`config.mk`:
```
export PLATFORM = sky130hd
export DESIGN_NAME = ersq_top
export DESIGN_NICKNAME = d
export VERILOG_FILES = /design/src/common/ersq_pkg.sv /design/src/common/ersq_core_if.sv /design/src/rtl/ersq_sync.sv /design/src/rtl/ersq_alert_class.sv /design/src/rtl/ersq_top.sv
export SDC_FILE = /design/constraint.sdc
export NUM_CORES = 1
export LEC_CHECK = 0
export BUFFER_PORTS_ARGS = -buffer_cell sky130_fd_sc_hd__buf_2
export CORE_MARGIN = 2
export CORE_UTILIZATION = 35
export CTS_CLUSTER_DIAMETER = 40
export DETAILED_ROUTE_END_ITERATION = 16
export SYNTH_ARGS = -nofsm -noshare
export SYNTH_HDL_FRONTEND = slang
export SYNTH_SLANG_ARGS = --single-unit
```
`constraint.sdc`:
```
create_clock -name aclk -period 3.05 [get_ports aclk]
set_input_delay 0.305 -clock aclk [delete_from_list [all_inputs] [get_ports aclk]]
set_output_delay 0.305 -clock aclk [all_outputs]
set_load 0.005 [all_outputs]
```
`src/common/ersq_pkg.sv`:
```
// constants, states and alert groups of the emergency run sequencer
package ersq_pkg;
  // register byte offsets
  localparam logic [4:0] CTRL_OFF = 5'h00;
  localparam logic [4:0] SP_OFF = 5'h04;
  localparam logic [4:0] STAT_OFF = 5'h08;
  localparam logic [4:0] ALERT_OFF = 5'h0c;
  // control register fields
  localparam int CTRL_ACT_BIT = 0;
  localparam int CTRL_REMOTE_BIT = 1;
  localparam int CTRL_RRUN_BIT = 2;
  localparam logic [2:0] CTRL_RST = 3'h0;
  localparam logic [15:0] SP_RST = 16'h0000;
  // status register fields
  localparam int STAT_EMERG_BIT = 0;
  localparam int STAT_RUN_BIT = 1;
  localparam int STAT_HOLD_BIT = 2;
  localparam int STAT_HALT_BIT = 3;
  localparam int STAT_SAVED_BIT = 4;
  localparam int STAT_KEYPAD_BIT = 5;
  // alert register fields
  localparam int ALERT_VALID_BIT = 16;
  localparam int ALERT_GRP_LSB = 20;
  localparam logic [15:0] ALERT_CODE_MAX = 16'hfde8;
  localparam logic [7:0] ALERT_NUMBER_ONE = 8'h01;
  // alert code group bounds
  localparam logic [15:0] GRP_EXC_LO = 16'h0001;
  localparam logic [15:0] GRP_EXC_HI = 16'h03e7;
  localparam logic [15:0] GRP_OVL_LO = 16'h03e9;
  localparam logic [15:0] GRP_OVL_HI = 16'h03eb;
  localparam logic [15:0] GRP_STACK = 16'h03ee;
  localparam logic [15:0] GRP_UNINIT = 16'h03f2;
  localparam logic [15:0] GRP_COMMS_LO = 16'h04b0;
  localparam logic [15:0] GRP_COMMS_HI = 16'h04b5;
  localparam logic [15:0] GRP_ETH_LO = 16'h0514;
  localparam logic [15:0] GRP_ETH_HI = 16'h0546;
  localparam logic [15:0] GRP_ALLOC_LO = 16'h07d0;
  localparam logic [15:0] GRP_ALLOC_HI = 16'h07d2;
  // trips: bit i carries trip id i+1; ids 1, 3 and 4 stay enabled
  localparam int TRIP_N = 37;
  localparam logic [36:0] TRIP_KEEP_MASK = 37'h00_0000_000d;
  // synchronised pin vector layout
  localparam int PIN_W = 43;
  localparam int PIN_COAST = 37;
  localparam int PIN_STO = 38;
  localparam int PIN_HWF = 39;
  localparam int PIN_LSTART = 40;
  localparam int PIN_LSTOP = 41;
  localparam int PIN_KEYPAD = 42;
  // bus responses
  localparam logic [1:0] RESP_OKAY = 2'h0;
  localparam logic [1:0] RESP_SLVERR = 2'h2;

  typedef enum logic [3:0] {
    ERSQ_NORMAL = 4'b0001,
    ERSQ_RUN = 4'b0010,
    ERSQ_HOLD = 4'b0100,
    ERSQ_HALT = 4'b1000
  } ersq_state_t;

  typedef enum logic [3:0] {
    GRP_NONE = 4'h0,
    GRP_EXC = 4'h1,
    GRP_OVL = 4'h2,
    GRP_STK = 4'h3,
    GRP_UNI = 4'h4,
    GRP_COM = 4'h5,
    GRP_ETH = 4'h6,
    GRP_ALC = 4'h7
  } ersq_grp_t;
endpackage : ersq_pkg

```
`src/common/ersq_core_if.sv`:
```
// carrier between the sequencer core, pin synchroniser and alert classifier
`timescale 1ns/10ps
interface ersq_core_if;
  logic [42:0] pin_raw;
  logic [42:0] pin_clean;
  logic [15:0] code;
  ersq_pkg::ersq_grp_t grp;
  modport sync (input pin_raw, output pin_clean);
  modport cls (input code, output grp);
  modport core (output pin_raw, output code, input pin_clean, input grp);
endinterface : ersq_core_if

```
`src/rtl/ersq_sync.sv`:
```
// three-stage pin synchroniser with agreement filter
`timescale 1ns/10ps
module ersq_sync (
  // clock and reset
  input wire logic aclk,
  input wire logic aresetn,
  // pins
  ersq_core_if.sync pins
);
  typedef struct packed {
    logic [42:0] s1;
    logic [42:0] s2;
    logic [42:0] s3;
    logic [42:0] clean;
  } ersq_sync_t;

  ersq_sync_t s_q;
  ersq_sync_t s_d;

  // only s2 reads s1; clean follows s3 once s2 and s3 agree
  always_comb begin
    s_d = s_q;
    s_d.s1 = pins.pin_raw;
    s_d.s2 = s_q.s1;
    s_d.s3 = s_q.s2;
    s_d.clean = (s_q.s3 & ~(s_q.s2 ^ s_q.s3)) | (s_q.clean & (s_q.s2 ^ s_q.s3));
  end

  always_ff @(posedge aclk) begin
    if (!aresetn) begin
      s_q <= '0;
    end else begin
      s_q <= s_d;
    end
  end

  assign pins.pin_clean = s_q.clean;
endmodule : ersq_sync

```
`src/rtl/ersq_alert_class.sv`:
```
// sorts a run-time alert code into its cause group
`timescale 1ns/10ps
module ersq_alert_class (
  // code in, group out
  ersq_core_if.cls alert
);
  always_comb begin
    alert.grp = ersq_pkg::GRP_NONE;
    if (alert.code >= ersq_pkg::GRP_EXC_LO && alert.code <= ersq_pkg::GRP_EXC_HI) begin
      alert.grp = ersq_pkg::GRP_EXC;
    end else if (alert.code >= ersq_pkg::GRP_OVL_LO && alert.code <= ersq_pkg::GRP_OVL_HI) begin
      alert.grp = ersq_pkg::GRP_OVL;
    end else if (alert.code == ersq_pkg::GRP_STACK) begin
      alert.grp = ersq_pkg::GRP_STK;
    end else if (alert.code == ersq_pkg::GRP_UNINIT) begin
      alert.grp = ersq_pkg::GRP_UNI;
    end else if (alert.code >= ersq_pkg::GRP_COMMS_LO && alert.code <= ersq_pkg::GRP_COMMS_HI) begin
      alert.grp = ersq_pkg::GRP_COM;
    end else if (alert.code >= ersq_pkg::GRP_ETH_LO && alert.code <= ersq_pkg::GRP_ETH_HI) begin
      alert.grp = ersq_pkg::GRP_ETH;
    end else if (alert.code >= ersq_pkg::GRP_ALLOC_LO && alert.code <= ersq_pkg::GRP_ALLOC_HI) begin
      alert.grp = ersq_pkg::GRP_ALC;
    end
  end
endmodule : ersq_alert_class

```
`src/rtl/ersq_top.sv`:
```
// emergency run sequencer with its register slave
//
// Contract
// - zero setpoint: activation flag does nothing
// - nonzero setpoint plus flag: run while active
// - running keeps running, stopped drive auto-starts
// - run withdrawn only for listed stop causes
// - only trips 1, 3, 4 stop drive
// - enabled trip: hold, then restart once clear
// - emergency overrides normal start/stop and reference
// - deactivation restores previous sequencing mode
// - local stops on exit, remote follows word
// - errors raise alert with code 0-65000
// - without keypad show only alert number one
// - alert codes grouped by cause ranges
`timescale 1ns/10ps
module ersq_top (
  // clock and reset
  input wire logic aclk,
  input wire logic aresetn,
  // register bus write address
  input wire logic s_axi_awvalid,
  output logic s_axi_awready,
  input wire logic [31:0] s_axi_awaddr,
  input wire logic [2:0] s_axi_awprot,
  // register bus write data
  input wire logic s_axi_wvalid,
  output logic s_axi_wready,
  input wire logic [31:0] s_axi_wdata,
  input wire logic [3:0] s_axi_wstrb,
  // register bus write response
  output logic s_axi_bvalid,
  input wire logic s_axi_bready,
  output logic [1:0] s_axi_bresp,
  // register bus read address
  input wire logic s_axi_arvalid,
  output logic s_axi_arready,
  input wire logic [31:0] s_axi_araddr,
  input wire logic [2:0] s_axi_arprot,
  // register bus read data
  output logic s_axi_rvalid,
  input wire logic s_axi_rready,
  output logic [31:0] s_axi_rdata,
  output logic [1:0] s_axi_rresp,
  // stop sources, from pins
  input wire logic coast_stop,
  input wire logic safe_torque_off_input,
  input wire logic hw_fault,
  input wire logic [36:0] trip_active,
  // normal sequencing, from pins
  input wire logic local_start,
  input wire logic local_stop,
  input wire logic keypad_present,
  // normal speed reference, same clock
  input wire logic [15:0] normal_speed_ref,
  // error reports, same clock
  input wire logic alert_event,
  input wire logic [15:0] alert_code,
  // power stage
  output logic run_cmd,
  output logic [15:0] speed_ref,
  output logic emergency_active,
  // alert display
  output logic runtime_alert,
  output logic [15:0] runtime_alert_code,
  output logic runtime_alert_short_display,
  output logic [7:0] alert_number_one
);
  typedef struct packed {
    ersq_pkg::ersq_state_t st;
    logic [2:0] ctrl;
    logic [15:0] sp;
    logic saved_remote;
    logic local_run;
    logic run;
    logic emerg;
    logic [15:0] spd;
    logic alert_v;
    logic [15:0] alert_c;
    logic [3:0] alert_g;
    logic [15:0] code_o;
    logic short_o;
    logic [7:0] num_o;
    logic aw_h;
    logic aw_hit;
    logic [4:0] aw_a;
    logic w_h;
    logic [31:0] wd;
    logic [3:0] ws;
    logic bv;
    logic [1:0] br;
    logic rv;
    logic [31:0] rd;
    logic [1:0] rr;
  } ersq_top_t;

  ersq_top_t s_q;
  ersq_top_t s_d;

  ersq_core_if core ();

  logic [15:0] code_sat;
  logic [42:0] p;
  logic [36:0] trips;
  logic engage;
  logic kept;
  logic stopper;
  logic keypad;
  logic ar_hit;
  logic [4:0] ar_a;
  logic [31:0] stat_w;
  logic [31:0] alert_w;

  // pins cross into the clock domain through the filter
  assign core.pin_raw = {keypad_present, local_stop, local_start, hw_fault,
                         safe_torque_off_input, coast_stop, trip_active};

  ersq_sync u_sync (
    .aclk(aclk),
    .aresetn(aresetn),
    .pins(core.sync)
  );

  // out-of-range codes saturate rather than wrap
  assign code_sat = (alert_code > ersq_pkg::ALERT_CODE_MAX) ?
                    ersq_pkg::ALERT_CODE_MAX : alert_code;
  assign core.code = code_sat;

  ersq_alert_class u_cls (
    .alert(core.cls)
  );

  assign p = core.pin_clean;
  assign trips = p[36:0];
  assign keypad = p[ersq_pkg::PIN_KEYPAD];
  assign stopper = p[ersq_pkg::PIN_COAST] | p[ersq_pkg::PIN_STO] | p[ersq_pkg::PIN_HWF];
  assign kept = |(trips & ersq_pkg::TRIP_KEEP_MASK);
  assign engage = s_q.ctrl[ersq_pkg::CTRL_ACT_BIT] & (s_q.sp != 16'h0000);
  assign ar_hit = (s_axi_araddr[31:5] == 27'h0000000);
  assign ar_a = s_axi_araddr[4:0];

  always_comb begin
    stat_w = 32'h0000_0000;
    stat_w[ersq_pkg::STAT_EMERG_BIT] = s_q.emerg;
    stat_w[ersq_pkg::STAT_RUN_BIT] = s_q.run;
    stat_w[ersq_pkg::STAT_HOLD_BIT] = (s_q.st == ersq_pkg::ERSQ_HOLD);
    stat_w[ersq_pkg::STAT_HALT_BIT] = (s_q.st == ersq_pkg::ERSQ_HALT);
    stat_w[ersq_pkg::STAT_SAVED_BIT] = s_q.saved_remote;
    stat_w[ersq_pkg::STAT_KEYPAD_BIT] = keypad;
    alert_w = 32'h0000_0000;
    alert_w[15:0] = s_q.alert_c;
    alert_w[ersq_pkg::ALERT_VALID_BIT] = s_q.alert_v;
    alert_w[ersq_pkg::ALERT_GRP_LSB +: 4] = s_q.alert_g;
  end

  always_comb begin
    s_d = s_q;
    // write channels are taken independently and held until both arrive
    if (s_axi_awvalid && !s_q.aw_h) begin
      s_d.aw_h = 1'b1;
      s_d.aw_a = s_axi_awaddr[4:0];
      s_d.aw_hit = (s_axi_awaddr[31:5] == 27'h0000000);
    end
    if (s_axi_wvalid && !s_q.w_h) begin
      s_d.w_h = 1'b1;
      s_d.wd = s_axi_wdata;
      s_d.ws = s_axi_wstrb;
    end
    if (s_q.bv && s_axi_bready) begin
      s_d.bv = 1'b0;
    end
    if (s_q.aw_h && s_q.w_h && !s_q.bv) begin
      s_d.aw_h = 1'b0;
      s_d.w_h = 1'b0;
      s_d.bv = 1'b1;
      s_d.br = ersq_pkg::RESP_OKAY;
      if (s_q.aw_hit && s_q.aw_a == ersq_pkg::CTRL_OFF) begin
        if (s_q.ws[0]) begin
          s_d.ctrl = s_q.wd[2:0];
        end
      end else if (s_q.aw_hit && s_q.aw_a == ersq_pkg::SP_OFF) begin
        if (s_q.ws[0]) begin
          s_d.sp[7:0] = s_q.wd[7:0];
        end
        if (s_q.ws[1]) begin
          s_d.sp[15:8] = s_q.wd[15:8];
        end
      end else if (s_q.aw_hit && s_q.aw_a == ersq_pkg::STAT_OFF) begin
        s_d.br = ersq_pkg::RESP_OKAY;
      end else if (s_q.aw_hit && s_q.aw_a == ersq_pkg::ALERT_OFF) begin
        s_d.alert_v = 1'b0;
      end else begin
        s_d.br = ersq_pkg::RESP_SLVERR;
      end
    end
    // read: one word in flight, answered the cycle after it is taken
    if (s_q.rv && s_axi_rready) begin
      s_d.rv = 1'b0;
    end
    if (s_axi_arvalid && !s_q.rv) begin
      s_d.rv = 1'b1;
      s_d.rr = ersq_pkg::RESP_OKAY;
      if (ar_hit && ar_a == ersq_pkg::CTRL_OFF) begin
        s_d.rd = {29'h0000_0000, s_q.ctrl};
      end else if (ar_hit && ar_a == ersq_pkg::SP_OFF) begin
        s_d.rd = {16'h0000, s_q.sp};
      end else if (ar_hit && ar_a == ersq_pkg::STAT_OFF) begin
        s_d.rd = stat_w;
      end else if (ar_hit && ar_a == ersq_pkg::ALERT_OFF) begin
        s_d.rd = alert_w;
      end else begin
        s_d.rd = 32'h0000_0000;
        s_d.rr = ersq_pkg::RESP_SLVERR;
      end
    end
    // local start/stop latch only listens outside emergency run
    if (s_q.st == ersq_pkg::ERSQ_NORMAL) begin
      if (p[ersq_pkg::PIN_LSTOP]) begin
        s_d.local_run = 1'b0;
      end else if (p[ersq_pkg::PIN_LSTART]) begin
        s_d.local_run = 1'b1;
      end
    end
    case (s_q.st)
      ersq_pkg::ERSQ_NORMAL: begin
        if (engage) begin
          s_d.saved_remote = s_q.ctrl[ersq_pkg::CTRL_REMOTE_BIT];
          s_d.st = ersq_pkg::ERSQ_RUN;
        end
      end
      ersq_pkg::ERSQ_RUN: begin
        if (!engage) begin
          s_d.st = ersq_pkg::ERSQ_NORMAL;
        end else if (stopper) begin
          s_d.st = ersq_pkg::ERSQ_HALT;
        end else if (kept) begin
          s_d.st = ersq_pkg::ERSQ_HOLD;
        end
      end
      ersq_pkg::ERSQ_HOLD: begin
        if (!engage) begin
          s_d.st = ersq_pkg::ERSQ_NORMAL;
        end else if (stopper) begin
          s_d.st = ersq_pkg::ERSQ_HALT;
        end else if (!kept) begin
          s_d.st = ersq_pkg::ERSQ_RUN;
        end
      end
      ersq_pkg::ERSQ_HALT: begin
        if (!engage) begin
          s_d.st = ersq_pkg::ERSQ_NORMAL;
        end else if (!stopper) begin
          s_d.st = kept ? ersq_pkg::ERSQ_HOLD : ersq_pkg::ERSQ_RUN;
        end
      end
      default: begin
        s_d.st = ersq_pkg::ERSQ_NORMAL;
      end
    endcase
    // leaving emergency run puts the saved mode back
    if (s_q.st != ersq_pkg::ERSQ_NORMAL && s_d.st == ersq_pkg::ERSQ_NORMAL) begin
      s_d.ctrl[ersq_pkg::CTRL_REMOTE_BIT] = s_q.saved_remote;
      if (!s_q.saved_remote) begin
        s_d.local_run = 1'b0;
      end
    end
    s_d.emerg = (s_d.st != ersq_pkg::ERSQ_NORMAL);
    if (s_d.emerg) begin
      // trips other than the kept ones are ignored here
      s_d.run = (s_d.st == ersq_pkg::ERSQ_RUN) && !stopper && !kept;
      s_d.spd = s_q.sp;
    end else begin
      // remote mode keeps following the control word
      // restored mode counts in the exit cycle, so remote runs on without a gap
      s_d.run = (s_d.ctrl[ersq_pkg::CTRL_REMOTE_BIT] ? s_d.ctrl[ersq_pkg::CTRL_RRUN_BIT] :
                 s_d.local_run) && !stopper && !(|trips);
      s_d.spd = normal_speed_ref;
    end
    // set wins over a clear in the same cycle
    if (alert_event) begin
      s_d.alert_v = 1'b1;
      s_d.alert_c = code_sat;
      s_d.alert_g = core.grp;
    end
    // without the detailed keypad no code is shown at all
    s_d.short_o = s_d.alert_v && !keypad;
    s_d.num_o = s_d.short_o ? ersq_pkg::ALERT_NUMBER_ONE : 8'h00;
    s_d.code_o = (s_d.alert_v && keypad) ? s_d.alert_c : 16'h0000;
  end

  always_ff @(posedge aclk) begin
    if (!aresetn) begin
      s_q <= '0;
      s_q.st <= ersq_pkg::ERSQ_NORMAL;
      s_q.ctrl <= ersq_pkg::CTRL_RST;
      s_q.sp <= ersq_pkg::SP_RST;
    end else begin
      s_q <= s_d;
    end
  end

  assign s_axi_awready = !s_q.aw_h;
  assign s_axi_wready = !s_q.w_h;
  assign s_axi_bvalid = s_q.bv;
  assign s_axi_bresp = s_q.br;
  assign s_axi_arready = !s_q.rv;
  assign s_axi_rvalid = s_q.rv;
  assign s_axi_rdata = s_q.rd;
  assign s_axi_rresp = s_q.rr;
  assign run_cmd = s_q.run;
  assign speed_ref = s_q.spd;
  assign emergency_active = s_q.emerg;
  assign runtime_alert = s_q.alert_v;
  assign runtime_alert_code = s_q.code_o;
  assign runtime_alert_short_display = s_q.short_o;
  assign alert_number_one = s_q.num_o;
endmodule : ersq_top

```
; ---- Yosys cells after proc, flatten, opt, wreduce, memory -nomap -nowiden
; Cells that the tools add are included.
[op_classes]
n_addsub = 0
multipliers = 0
n_div = 0
n_lt_le_gt_ge = 11
eq_ne = 16
shift = 0
n_mux = 58
bitwise = 10
reduce_logical = 50
[ops]
columns = cell, n
row1 = 43-bit AND, 2
row2 = 24-bit 2-to-1 mux, 3
row3 = 16-bit 2-to-1 mux, 4
row4 = 4-bit 2-to-1 mux, 15
row5 = 27-bit logical NOT, 2
row6 = 16-bit by 11-bit >= comparator with 1-bit output (second input constant), 3
row7 = 16-bit by 11-bit less-or-equal comparator with 1-bit output (second input constant), 3
row8 = 43-bit inverter, 1
row9 = 43-bit OR, 1
row10 = 43-bit bitwise XOR, 1
row11 = 37-bit OR reduction, 1
row12 = 35-bit 2-to-1 mux, 1
row13 = 16-bit by 10-bit == test with 1-bit output (second input constant), 2
row14 = 16-bit by 10-bit less-or-equal comparator with 1-bit output (second input constant), 2
row15 = 32-bit 2-to-1 mux, 1
row16 = 1-bit logical AND, 27
row17 = 21-bit 2-to-1 mux, 1
row18 = 5-bit by 4-bit == test with 1-bit output (second input constant), 4
row19 = 19-bit 2-to-1 mux, 1
row20 = 16-bit by 1-bit >= comparator with 1-bit output (second input constant), 1
row21 = 16-bit by 10-bit >= comparator with 1-bit output (second input constant), 1
row22 = 16-bit greater-than comparator (second input constant), 1
row23 = 1-bit 2-to-1 mux, 16
row24 = 2-bit 2-to-1 mux, 8
row25 = other kinds (21), 43
[totals]
regBits = 325
latch_bits = 0
ram_bits = 0
rom_bits = 0
out_inout_bits = 85
n_memories = 0

; ---- Longest topological paths before layout
; Gate-level depths: netlist of the first run.
[depth]
word_depth = 14
ltp_mapped = 8
ltp_nobuf = 6

; ---- Hierarchy
; From an unflattened synthesis of the first run, not the netlist that was laid out.
[unflattened]
hier_cells = 1193
hier_area_um2 = 11687.5
[modules_own_cells]
columns = mod, n_inst, cells_per_inst, area_per_inst_um2, seq_area_each_um2
row1 = ersq_top, 1, 654, 5856.9, 2642.5
row2 = ersq_sync, 1, 492, 5546.6, 3443.3
row3 = ersq_alert_class, 1, 47, 284.0, 0.0

; ---- Worst setup path after synthesis of the first run
; No wires, ideal clock.
[synth_timing]
kind = input-to-reg
from = input s_axi_araddr[10]
to = register s_q, in the netlist s_axi_rdata[11]
setup_time_ns = 0.070
arrival_time_ns = 1.849
required_ns = 2.980
slack_ns = 1.130
cell_stages = 7
path_cell_list = or4_1 > nor4_2 > nand4_2 > nor2_2 > buf_6 > a22oi_1 > a21oi_1
[synth_via]
elab_chain_len = 6
word_cells_on_any_way = 9
cone_classes = 4 x mux / 5 x reduce/logical
[synth_lines]
columns = element, line
row1 = "start, declared", ersq_top.sv:38  ; input wire logic [31:0] s_axi_araddr,
row2 = 27-bit logical NOT (*), ersq_top.sv:139  ; assign ar_hit = (s_axi_araddr[31:5] == 27'h0000000);
row3 = 1-bit logical AND, ersq_top.sv:209  ; end else if (ar_hit && ar_a == ersq_pkg::ALERT_OFF) begin
row4 = 24-bit 2-to-1 mux, ersq_top.sv:209
row5 = 24-bit 2-to-1 mux, ersq_top.sv:207  ; end else if (ar_hit && ar_a == ersq_pkg::STAT_OFF) begin
row6 = 24-bit 2-to-1 mux, ersq_top.sv:205  ; end else if (ar_hit && ar_a == ersq_pkg::SP_OFF) begin
row7 = 32-bit 2-to-1 mux (*), ersq_top.sv:203  ; if (ar_hit && ar_a == ersq_pkg::CTRL_OFF) begin
row8 = "end, declared", ersq_top.sv:97  ; ersq_top_t s_q;
; Mark *: on every way between the ends. The rest lies on a longest branch, timed or not.
; A chain may end at the register's enable or synchronous reset.

; ---- Worst setup path after layout of the first run
[layout_timing]
from = register s_q[168] (netlist bit)
to = register s_q, in the netlist speed_ref[14]
[layout_via]
elab_chain_len = 6
word_cells_on_any_way = 16
cone_classes = 5 x eq/ne / 11 x mux
[layout_lines]
columns = element, line
row1 = 4-bit 2-to-1 mux (on tied branches), "ersq_top.sv:245, ersq_top.sv:236"
row2 = 4-bit 2-to-1 mux (on tied branches), "ersq_top.sv:243, ersq_top.sv:234"
row3 = 4-bit 2-to-1 mux (on tied branches), "ersq_top.sv:241, ersq_top.sv:232"
row4 = 4-bit case mux with 4 select lines (*), ersq_top.sv:224  ; case (s_q.st)
row5 = 4-bit by 1-bit != test with 1-bit output (*), ersq_top.sv:267  ; s_d.emerg = (s_d.st != ersq_pkg::ERSQ_NORMAL);
row6 = 16-bit 2-to-1 mux (*), ersq_top.sv:268  ; if (s_d.emerg) begin
; Marked as above.

==> flow_summary.ini, run 1 <==
[outcome]
outcome = finished clean

[synthesis]
ys_async_sr_fraction_pct = 0
yosys.area.top_type = dfxtp_1
netlist_area_um2 = 10800
syn_area_per_cell_um2 = 9.58
synth-seq-area-share_pct = 56.0
synth_edf_count = 0
syn_inst = 1126
synthFlopType = dfxtp_1
synth.distinct_cells = 53
ys_ff_latch = 302
ys_warn_count = 0
yosys.area.top_type_share_pct = 56.0
synth_area_leaders = dfxtp_1, and2_1, buf_4, mux2i_1, a21oi_1

[cells_and_area]
mostFrequentLayoutCell = dfxtp_1
diodes = 0
final_cell_mix = dfxtp_1, buf_2, and2_1
fin_nets = 1538
areaGrowthSynthToFinish_pct = 27.9
drive_above_1_share_pct = 23.7
utilization_pct = 45.2
stdcell_area_um2 = 13800

[critical_path]
crit_type = flip-flop to flip-flop
cp_slowest_cell = o21ai_2
worstPathMaxFanout = 18
cp-end-kind = flip-flop
crit_chain = xnor2_1, nor2_1, o21a_1, o21ai_2, mux2i_1, nor2_1
cpMostUsedCell = nor2_1
critPathRequiredTime_ns = 3.44
start_kind = flip-flop
slowest_delay_ns = 0.95
crit_arrival_ns = 2.67

[timing]
clock_skew_ns = 0.00863
worstMarginPinSlew_ns = 1.25
period_needed_ns = 2.28
setup_slack_ns = 0.766
fin_setup_tns_ns = 0
hold_viol = 0
slew-limit-headroom_pct = 16.5
slew_violations = 0
max_freq_mhz = 438
fin_crit_sh_pct = 74.9
setup-violations-final = 0
rsz0062_at_grt = false

[global_routing]
grt_max_degree = 113
track_usage_pct = 15.0
grt_pass1_vias = 7724
grt_pass1_wl_mm = 40.0
overflow = 0
antenna_found_initial = 0

[placed_design]
dp_hpwl_mm = 16.7
gp_congestion = 0.875
place_area_um2 = 11800
portBuffers = 228
place_ws_ns = 0.454

[power]
finalPower_uw = 9630
power_density_nw_per_um2 = 698
irDropWorstVdd_mv = 0.467
p_leak_uw = 0.00600

[die]
floorplan.die.height_um = 180
die_w_um = 180
core-area_um2 = 30500
row_count = 64
start_util_pct = 35.4
io-pin-count = 274
dieArea_um2 = 32300

[cts]
htreeDepth = 2
tritoncts = done
cts-hold-fix-buffers = 52
postCtsResizedCells = 0
clk_pin_slew_ns = 0.06
post-cts-setup-buffers = 0
clockRootBuffer = clkbuf_16
clock_latency_ns = 0.52
cts_buffer_depth = 3
cts_buffers = 43
clock_sinks = 302

[route]
wirelength_mm = 24.8
drt_iter0_markers = 455
firstDrtPassIters = 4
drc = 0
viasPerCell = 4.59
routedWlPerCell_um = 13.9
vias = 8148
ant_nets = 0

[job]
cap_viol_max_count = 0

[worst_hold_path]
hp-class = input pin to flip-flop
==> power by group <==
| group | internal (uW) | switching, uW | total, uW | leakage (uW) |
|---|---|---|---|---|
| Clock | 3150 | 1890 | 5040 | 0.000719 |
| Combinational | 231 | 232 | 463 | 0.00281 |
| Sequential | 4070 | 55.1 | 4120 | 0.00247 |
==> area by class of cell <==
class | count | area [um^2]
clock buffer | 48 | 1120
clock inverter | 29 | 367
fill | 2927 | 16700
inverter | 11 | 43.8
multi-input combinational | 706 | 4010
sequential | 302 | 6050
tap | 396 | 495
timing repair buffer | 285 | 1710
==> worst max-delay path, delay by kind of cell (launching register included) <==
kind	cells	cell delay [ns]
compound gates	2	1.16
xor+xnor	1	0.13
flops	1	0.38
mux	1	0.34
simple gates	2	0.11
==> final timing paths <==
check / depth (start not counted) / slack, ns / from / endpoint
max reg2reg: 6 / 0.77 / s_q[168] / speed_ref[14]
min: 3 / 0.02 / s_axi_wvalid / s_q[74]
min reg2reg: 1 / 0.43 / u_sync.s_d[94] / u_sync.s_d[51]
max: 6 / 0.77 / s_q[168] / speed_ref[14]
==> synth_stat cells (4+ instances only) <==
cell / number
nor4b_1: 5
nand2_1: 108
a21oi_1: 95
o21a_1: 4
mux2i_1: 48
nor2_1: 107
and2_1: 130
nand3_1: 5
buf_4: 76
clkbuf_1: 44
dfxtp_1: 302
and3_1: 4
nor3_1: 13
inv_1: 11
a22oi_1: 16
nor4_1: 26
nor2b_1: 7
o21ai_0: 52
nand2b_1: 8
nand4_1: 9
==> through the flow <==
step	hold slack, ns	cells
final	0.0229	1777
after global routing	0.0187	1777
after CTS	0.000215	1777
after detailed placement	0.417	1648
after global placement	0.416	1648
after floorplan	0.412	1146
==> routing by layer <==
| metal | vias up | part of all wire [%] | GRT usage, % |
|---|---|---|---|
| li1 | 4166 | - | - |
| met1 | 3681 | 44 | 18.5 |
| met2 | 254 | 48 | 25.8 |
| met3 | 47 | 5.8 | 3.63 |
| met4 | 0 | 2.1 | 4.65 |
| met5 | - | 0 | 0 |
==> cell families after synthesis <==
logic type	Yosys count	synth area share [%]
DFF	302	56.0
other	1	0.0347
xor gates and xnor gates	1	0.0812
and+or+nand+nor	445	21.3
muxes	54	5.39
buffers and inverters	138	7.55
AOI/OAI and AO/OA	185	9.60
No activity file was read; power rests on OpenSTA's default activity.
==> run 2: changes to the inputs <==
==> constraint.sdc (replaced) <==
create_clock -name aclk -period 2.38 [get_ports aclk]
set_input_delay 0.238 -clock aclk [delete_from_list [all_inputs] [get_ports aclk]]
set_output_delay 0.238 -clock aclk [all_outputs]
set_load 0.005 [all_outputs]
==> run 2 against run 1 <==
  * Final area up 1.8%
  * Final cell count up 2.1%
  * Global-route usage up 0.34 points
  * Core utilization up 0.83 points
  * Sequential power up 28%
  * Critical endpoint is now run_cmd
  * Largest power group unchanged
  * Hold slack worse by 0.0019 ns
  * Die area unchanged
==> flow_summary.ini, run 2 (synthesis results as in run 1) <==
[placed_design]
dp_hpwl_mm = 17.0
gp_congestion = 0.874
portBuffers = 228

[critical_path]
r2r_start = s_q[79]
cp-end-kind = flip-flop
crit_arrival_ns = 2.34
cp_slowest_cell = nor4b_1
crit_type = flip-flop to flip-flop
cp_top_family = simple AND/OR/NAND/NOR gates
crit_chain = nor4b_1, nand4_1, mux2i_1, mux2i_1, a21oi_1, o22ai_1
cpMostUsedCell = mux2i_1
critPathRequiredTime_ns = 2.77
start_kind = flip-flop
cp_num_buf_inv = 0
worstPathMaxFanout = 3
cp-startpoint = s_q[79]
slowest_delay_ns = 0.49

[global_routing]
grt_pass1_vias = 7933
grt_max_degree = 104
track_usage_pct = 15.3
antenna_found_initial = 0
grt_pass1_wl_mm = 40.7
overflow = 0

[timing]
hold_viol = 0
setup-violations-final = 0
rsz0062_at_grt = false
worstMarginPinSlew_ns = 0.683
fin_crit_sh_pct = 82.1
max_freq_mhz = 512
period_needed_ns = 1.95
clock_skew_ns = 0.0194
slew_violations = 0
fin_setup_tns_ns = 0
slew-limit-headroom_pct = 54.3

[power]
combPwrFrac_pct = 5.4
irDropWorstVdd_mv = 0.516
p_leak_uw = 0.00611
p_clk_share_pct = 49.7
finalPower_uw = 11800
p_int_uw = 9090
sequentialPowerShare_pct = 44.8
p_sw_uw = 2700
sw_frac_of_total_pct = 22.9
power_density_nw_per_um2 = 839

[cells_and_area]
nFillCells = 2890
areaGrowthSynthToFinish_pct = 30.2
ff_latch_area_um2 = 6050
fin_nets = 1580
multiInputGateArea_um2 = 4010
diodes = 0
final_cell_mix = dfxtp_1, buf_2, and2_1
mostFrequentLayoutCell = dfxtp_1
drive_above_1_share_pct = 23.3

[die]
die_w_um = 180
floorplan.die.height_um = 180
start_util_pct = 35.4
core-area_um2 = 30500
row_count = 64
dieArea_um2 = 32300
io-pin-count = 274

[route]
drt_iter0_markers = 485
viasPerCell = 4.58
firstDrtPassIters = 5
ant_nets = 0
drc = 0
wirelength_mm = 25.3
routedWlPerCell_um = 13.9
vias = 8312

[cts]
tritoncts = done
htreeDepth = 2
post-cts-setup-buffers = 0
cts-hold-fix-buffers = 84
clock_sinks = 302
cts_buffers = 40
cts_buffer_depth = 3
clk_pin_slew_ns = 0.06
postCtsResizedCells = 0
clockRootBuffer = clkbuf_16
clock_latency_ns = 0.52

[outcome]
outcome = finished clean

[worst_hold_path]
hold_start = alert_code[13]
hp-class = input pin to flip-flop

[job]
cap_viol_max_count = 0
## run 2: changes by cell type in the layout (fill, tap and decap cells not counted), moves of 3 or more
cell and change:
bufinv_16 -3, clkinv_4 -3, dlygate4sd3_1 +32, clkinv_2 -3
buf_4 +13
## run 2: final cells by class
type,count,area share [%]
flip-flops and latches,302,43.0
multi-input cells,706,28.5
repair buffers,330,15.2
clock buffers,48,7.70
well taps,396,3.53
clock inverters,21,1.74
inverters,11,0.312
## run 2: layer usage
layer	vias to the layer above	wire [um]	global-route usage, %
li1	4238	-	-
met1	3775	11000	18.9
met2	248	12200	26.7
met3	51	1440	3.42
met4	0	619	4.75
met5	-	0	0
## run 2: path summary, 6_finish.rpt
kind              slack, ns              to  cells past startpoint
setup reg to reg       0.43         run_cmd                      6
setup / recovery       0.43         run_cmd                      6
hold reg to reg        0.41  u_sync.s_d[85]                      1
hold / removal         0.02     alert_w[13]                      3
## run 2: worst reg2reg max path: stages (launching register included)
cell     delay, ns
dfxtp_1       0.31
nor4b_1       0.49
nand4_1       0.34
mux2i_1       0.33
mux2i_1       0.11
a21oi_1       0.17
o22ai_1       0.08
## run 2: metrics by stage
stage	setup slack, ns	util (%)	area, um^2	hold slack (ns)	std cells
6_report	0.425	46.1	14100	0.0210	1814
5_1_grt	0.257	46.1	14100	0.0165	1814
4_1_cts	0.351	46.1	14100	0.00160	1814
3_5_place_dp	0.234	39.0	11900	0.418	1661
3_3_place_gp	0.264	39.0	11900	0.417	1661
2_1_floorplan	0.527	-	10900	0.354	1146
## run 2: power groups by stage
stage                     Combinational, uW  Sequential (uW)  Clock [uW]
after detailed placement                538             5400           0
final                                   640             5280        5860
after floorplan                         336             5370           0
after CTS                               646             5280        6040
after global routing                    714             5300        6260
after global placement                  532             5390           0
==> run 3: changes to the inputs <==
==> constraint.sdc (replaced) <==
create_clock -name aclk -period 1.7 [get_ports aclk]
set_input_delay 0.17 -clock aclk [delete_from_list [all_inputs] [get_ports aclk]]
set_output_delay 0.17 -clock aclk [all_outputs]
set_load 0.005 [all_outputs]
==> run 3 against run 2 <==
  * The flow now finishes with violations (setup timing)
  * Via count is 4.1% higher
  * Die area stayed put
  * Final cell count grew 3.8%
  * Hold slack got worse by 0.019 ns
  * Fmax up 14%
  * Non-clock buffer count up 61
  * Core utilization increased by 3.5 points
  * Global-route usage grew 0.28 points
  * Combinational power rose by 54%
  * Clock skew down 0.0086 ns
  * Largest cell class unchanged
  * Largest power group unchanged
==> flow_summary.ini, run 3 (synthesis results as in run 1) <==
[outcome]
outcome = finished, violations left
violations = setup timing

[placed_design]
portBuffers = 228
place_ws_ns = -0.351
place_area_um2 = 12300
dp_hpwl_mm = 17.6
gp_congestion = 0.879

[route]
routed.top_layer = met4
ant_nets = 0
wl_met3_mm = 1.58
dr_wl_met2_mm = 13.2
routedWlPerCell_um = 14.0
drc = 0
vias = 8651
viasPerCell = 4.59
wirelength_mm = 26.4
drt_iter0_markers = 321
wl_met1_mm = 10.9
firstDrtPassIters = 5

[critical_path]
cp-end-kind = flip-flop
cpMostUsedCell = buf_6
slowest_delay_ns = 0.33
start_kind = flip-flop
critPathRequiredTime_ns = 2.10
r2r-end = run_cmd
crit_chain = nor4b_4, buf_4, buf_6, nand4_1, buf_6, mux2i_4, mux2i_1, a21oi_1, o22ai_1
crit_type = flip-flop to flip-flop
cp_top_family = buffers and inverters
r2r_start = s_q[75]
cp_slowest_cell = dfxtp_2
cp-startpoint = s_q[75]
cp_num_buf_inv = 3
worst-path-stages = 9
crit_arrival_ns = 2.11
worstRegToRegCells = 9
worstPathMaxFanout = 3
rrSetupSlack_ns = -0.008

[global_routing]
grt_max_degree = 124
antenna_found_initial = 1
overflow = 0
track_usage_pct = 15.6
grt_pass1_wl_mm = 41.8
grt_pass1_vias = 8322

[die]
dieArea_um2 = 32300
io-pin-count = 274
die_w_um = 180
core-area_um2 = 30500
floorplan.die.height_um = 180
start_util_pct = 35.4
row_count = 64

[timing]
slew_violations = 0
worstMarginPinSlew_ns = 0.498
fin_crit_sh_pct = 100
rsz0062_at_grt = true
hold_viol = 0
period_needed_ns = 1.71
clock_skew_ns = 0.0108
fin_setup_tns_ns = -0.00812
slew-limit-headroom_pct = 66.4
setup_slack_ns = -0.00812
finalHoldWorstSlack_ns = 0.00188
setup-violations-final = 1
max_freq_mhz = 585

[power]
p_leak_uw = 0.00660
irDropWorstVdd_mv = 0.788
power_density_nw_per_um2 = 1160

[worst_hold_path]
hold_end = s_q[168]
hold_start = aresetn
hp-class = input pin to flip-flop
hold-path-cell-count = 3

[cts]
htreeDepth = 2
cts_buffers = 42
cts_buffer_depth = 3
tritoncts = done
clockRootBuffer = clkbuf_16
clock_latency_ns = 0.52
clock_sinks = 302
clk_pin_slew_ns = 0.05

[cells_and_area]
mostFrequentLayoutCell = dfxtp_1
areaGrowthSynthToFinish_pct = 40.2
final_cell_mix = dfxtp_1, buf_2, and2_1
utilization_pct = 49.6
stdcell_area_um2 = 15100
drive_above_1_share_pct = 29.2
fin_nets = 1643

[job]
cap_viol_max_count = 0
-- run 3: per-stage QoR --
step | power (uW) | instances
after CTS | 17800 | 1874
after global routing | 18300 | 1883
final | 17600 | 1883
after global placement | 8350 | 1706
after detailed placement | 8360 | 1706
after floorplan | 7990 | 1146
-- run 3: what timing repair did --
item                                   CTS  global route
gates resized for setup                 18            41
hold buffers                            87             0
endpoints found under the hold margin   87             0
setup endpoints to repair               18            64
pin swaps                                7             6
setup buffers                            4             6
gates cloned                             1             2
-- run 3: worst max path at each step --
stage / endpoint
after floorplan: alert_w[22]
after global placement: alert_w[22]
after detailed placement: alert_w[22]
after CTS: run_cmd
after global routing: run_cmd
final: run_cmd
-- run 3: routing by layer --
layer  up-vias  GRT usage, %
met5         -             0
met4         0          5.04
met3        62          3.69
met2       288          28.4
met1      3937          18.1
li1       4364             -
-- run 3: worst reg2reg max path, stage by stage, from the launching register on --
cell	delay, ns
dfxtp_2	0.33
nor4b_4	0.27
buf_4	0.16
buf_6	0.08
nand4_1	0.08
buf_6	0.16
mux2i_4	0.18
mux2i_1	0.12
a21oi_1	0.14
o22ai_1	0.08
-- run 3: final cells by class --
class	instances	area (um^2)
antenna	1	2.50
inverter	11	43.8
fill	2749	15400
clock inverter	23	319
sequential	302	6050
multi-input combinational	706	4270
clock buffer	53	1210
tap	396	495
timing repair buffer	391	2740
-- run 3: report_power, final --
part           switching, uW  leakage (uW)  total [uW]  internal [uW]
sequential               104       0.00247        7400           7300
clock                   3300      0.000751        9200           5890
combinational            462       0.00338         984            523
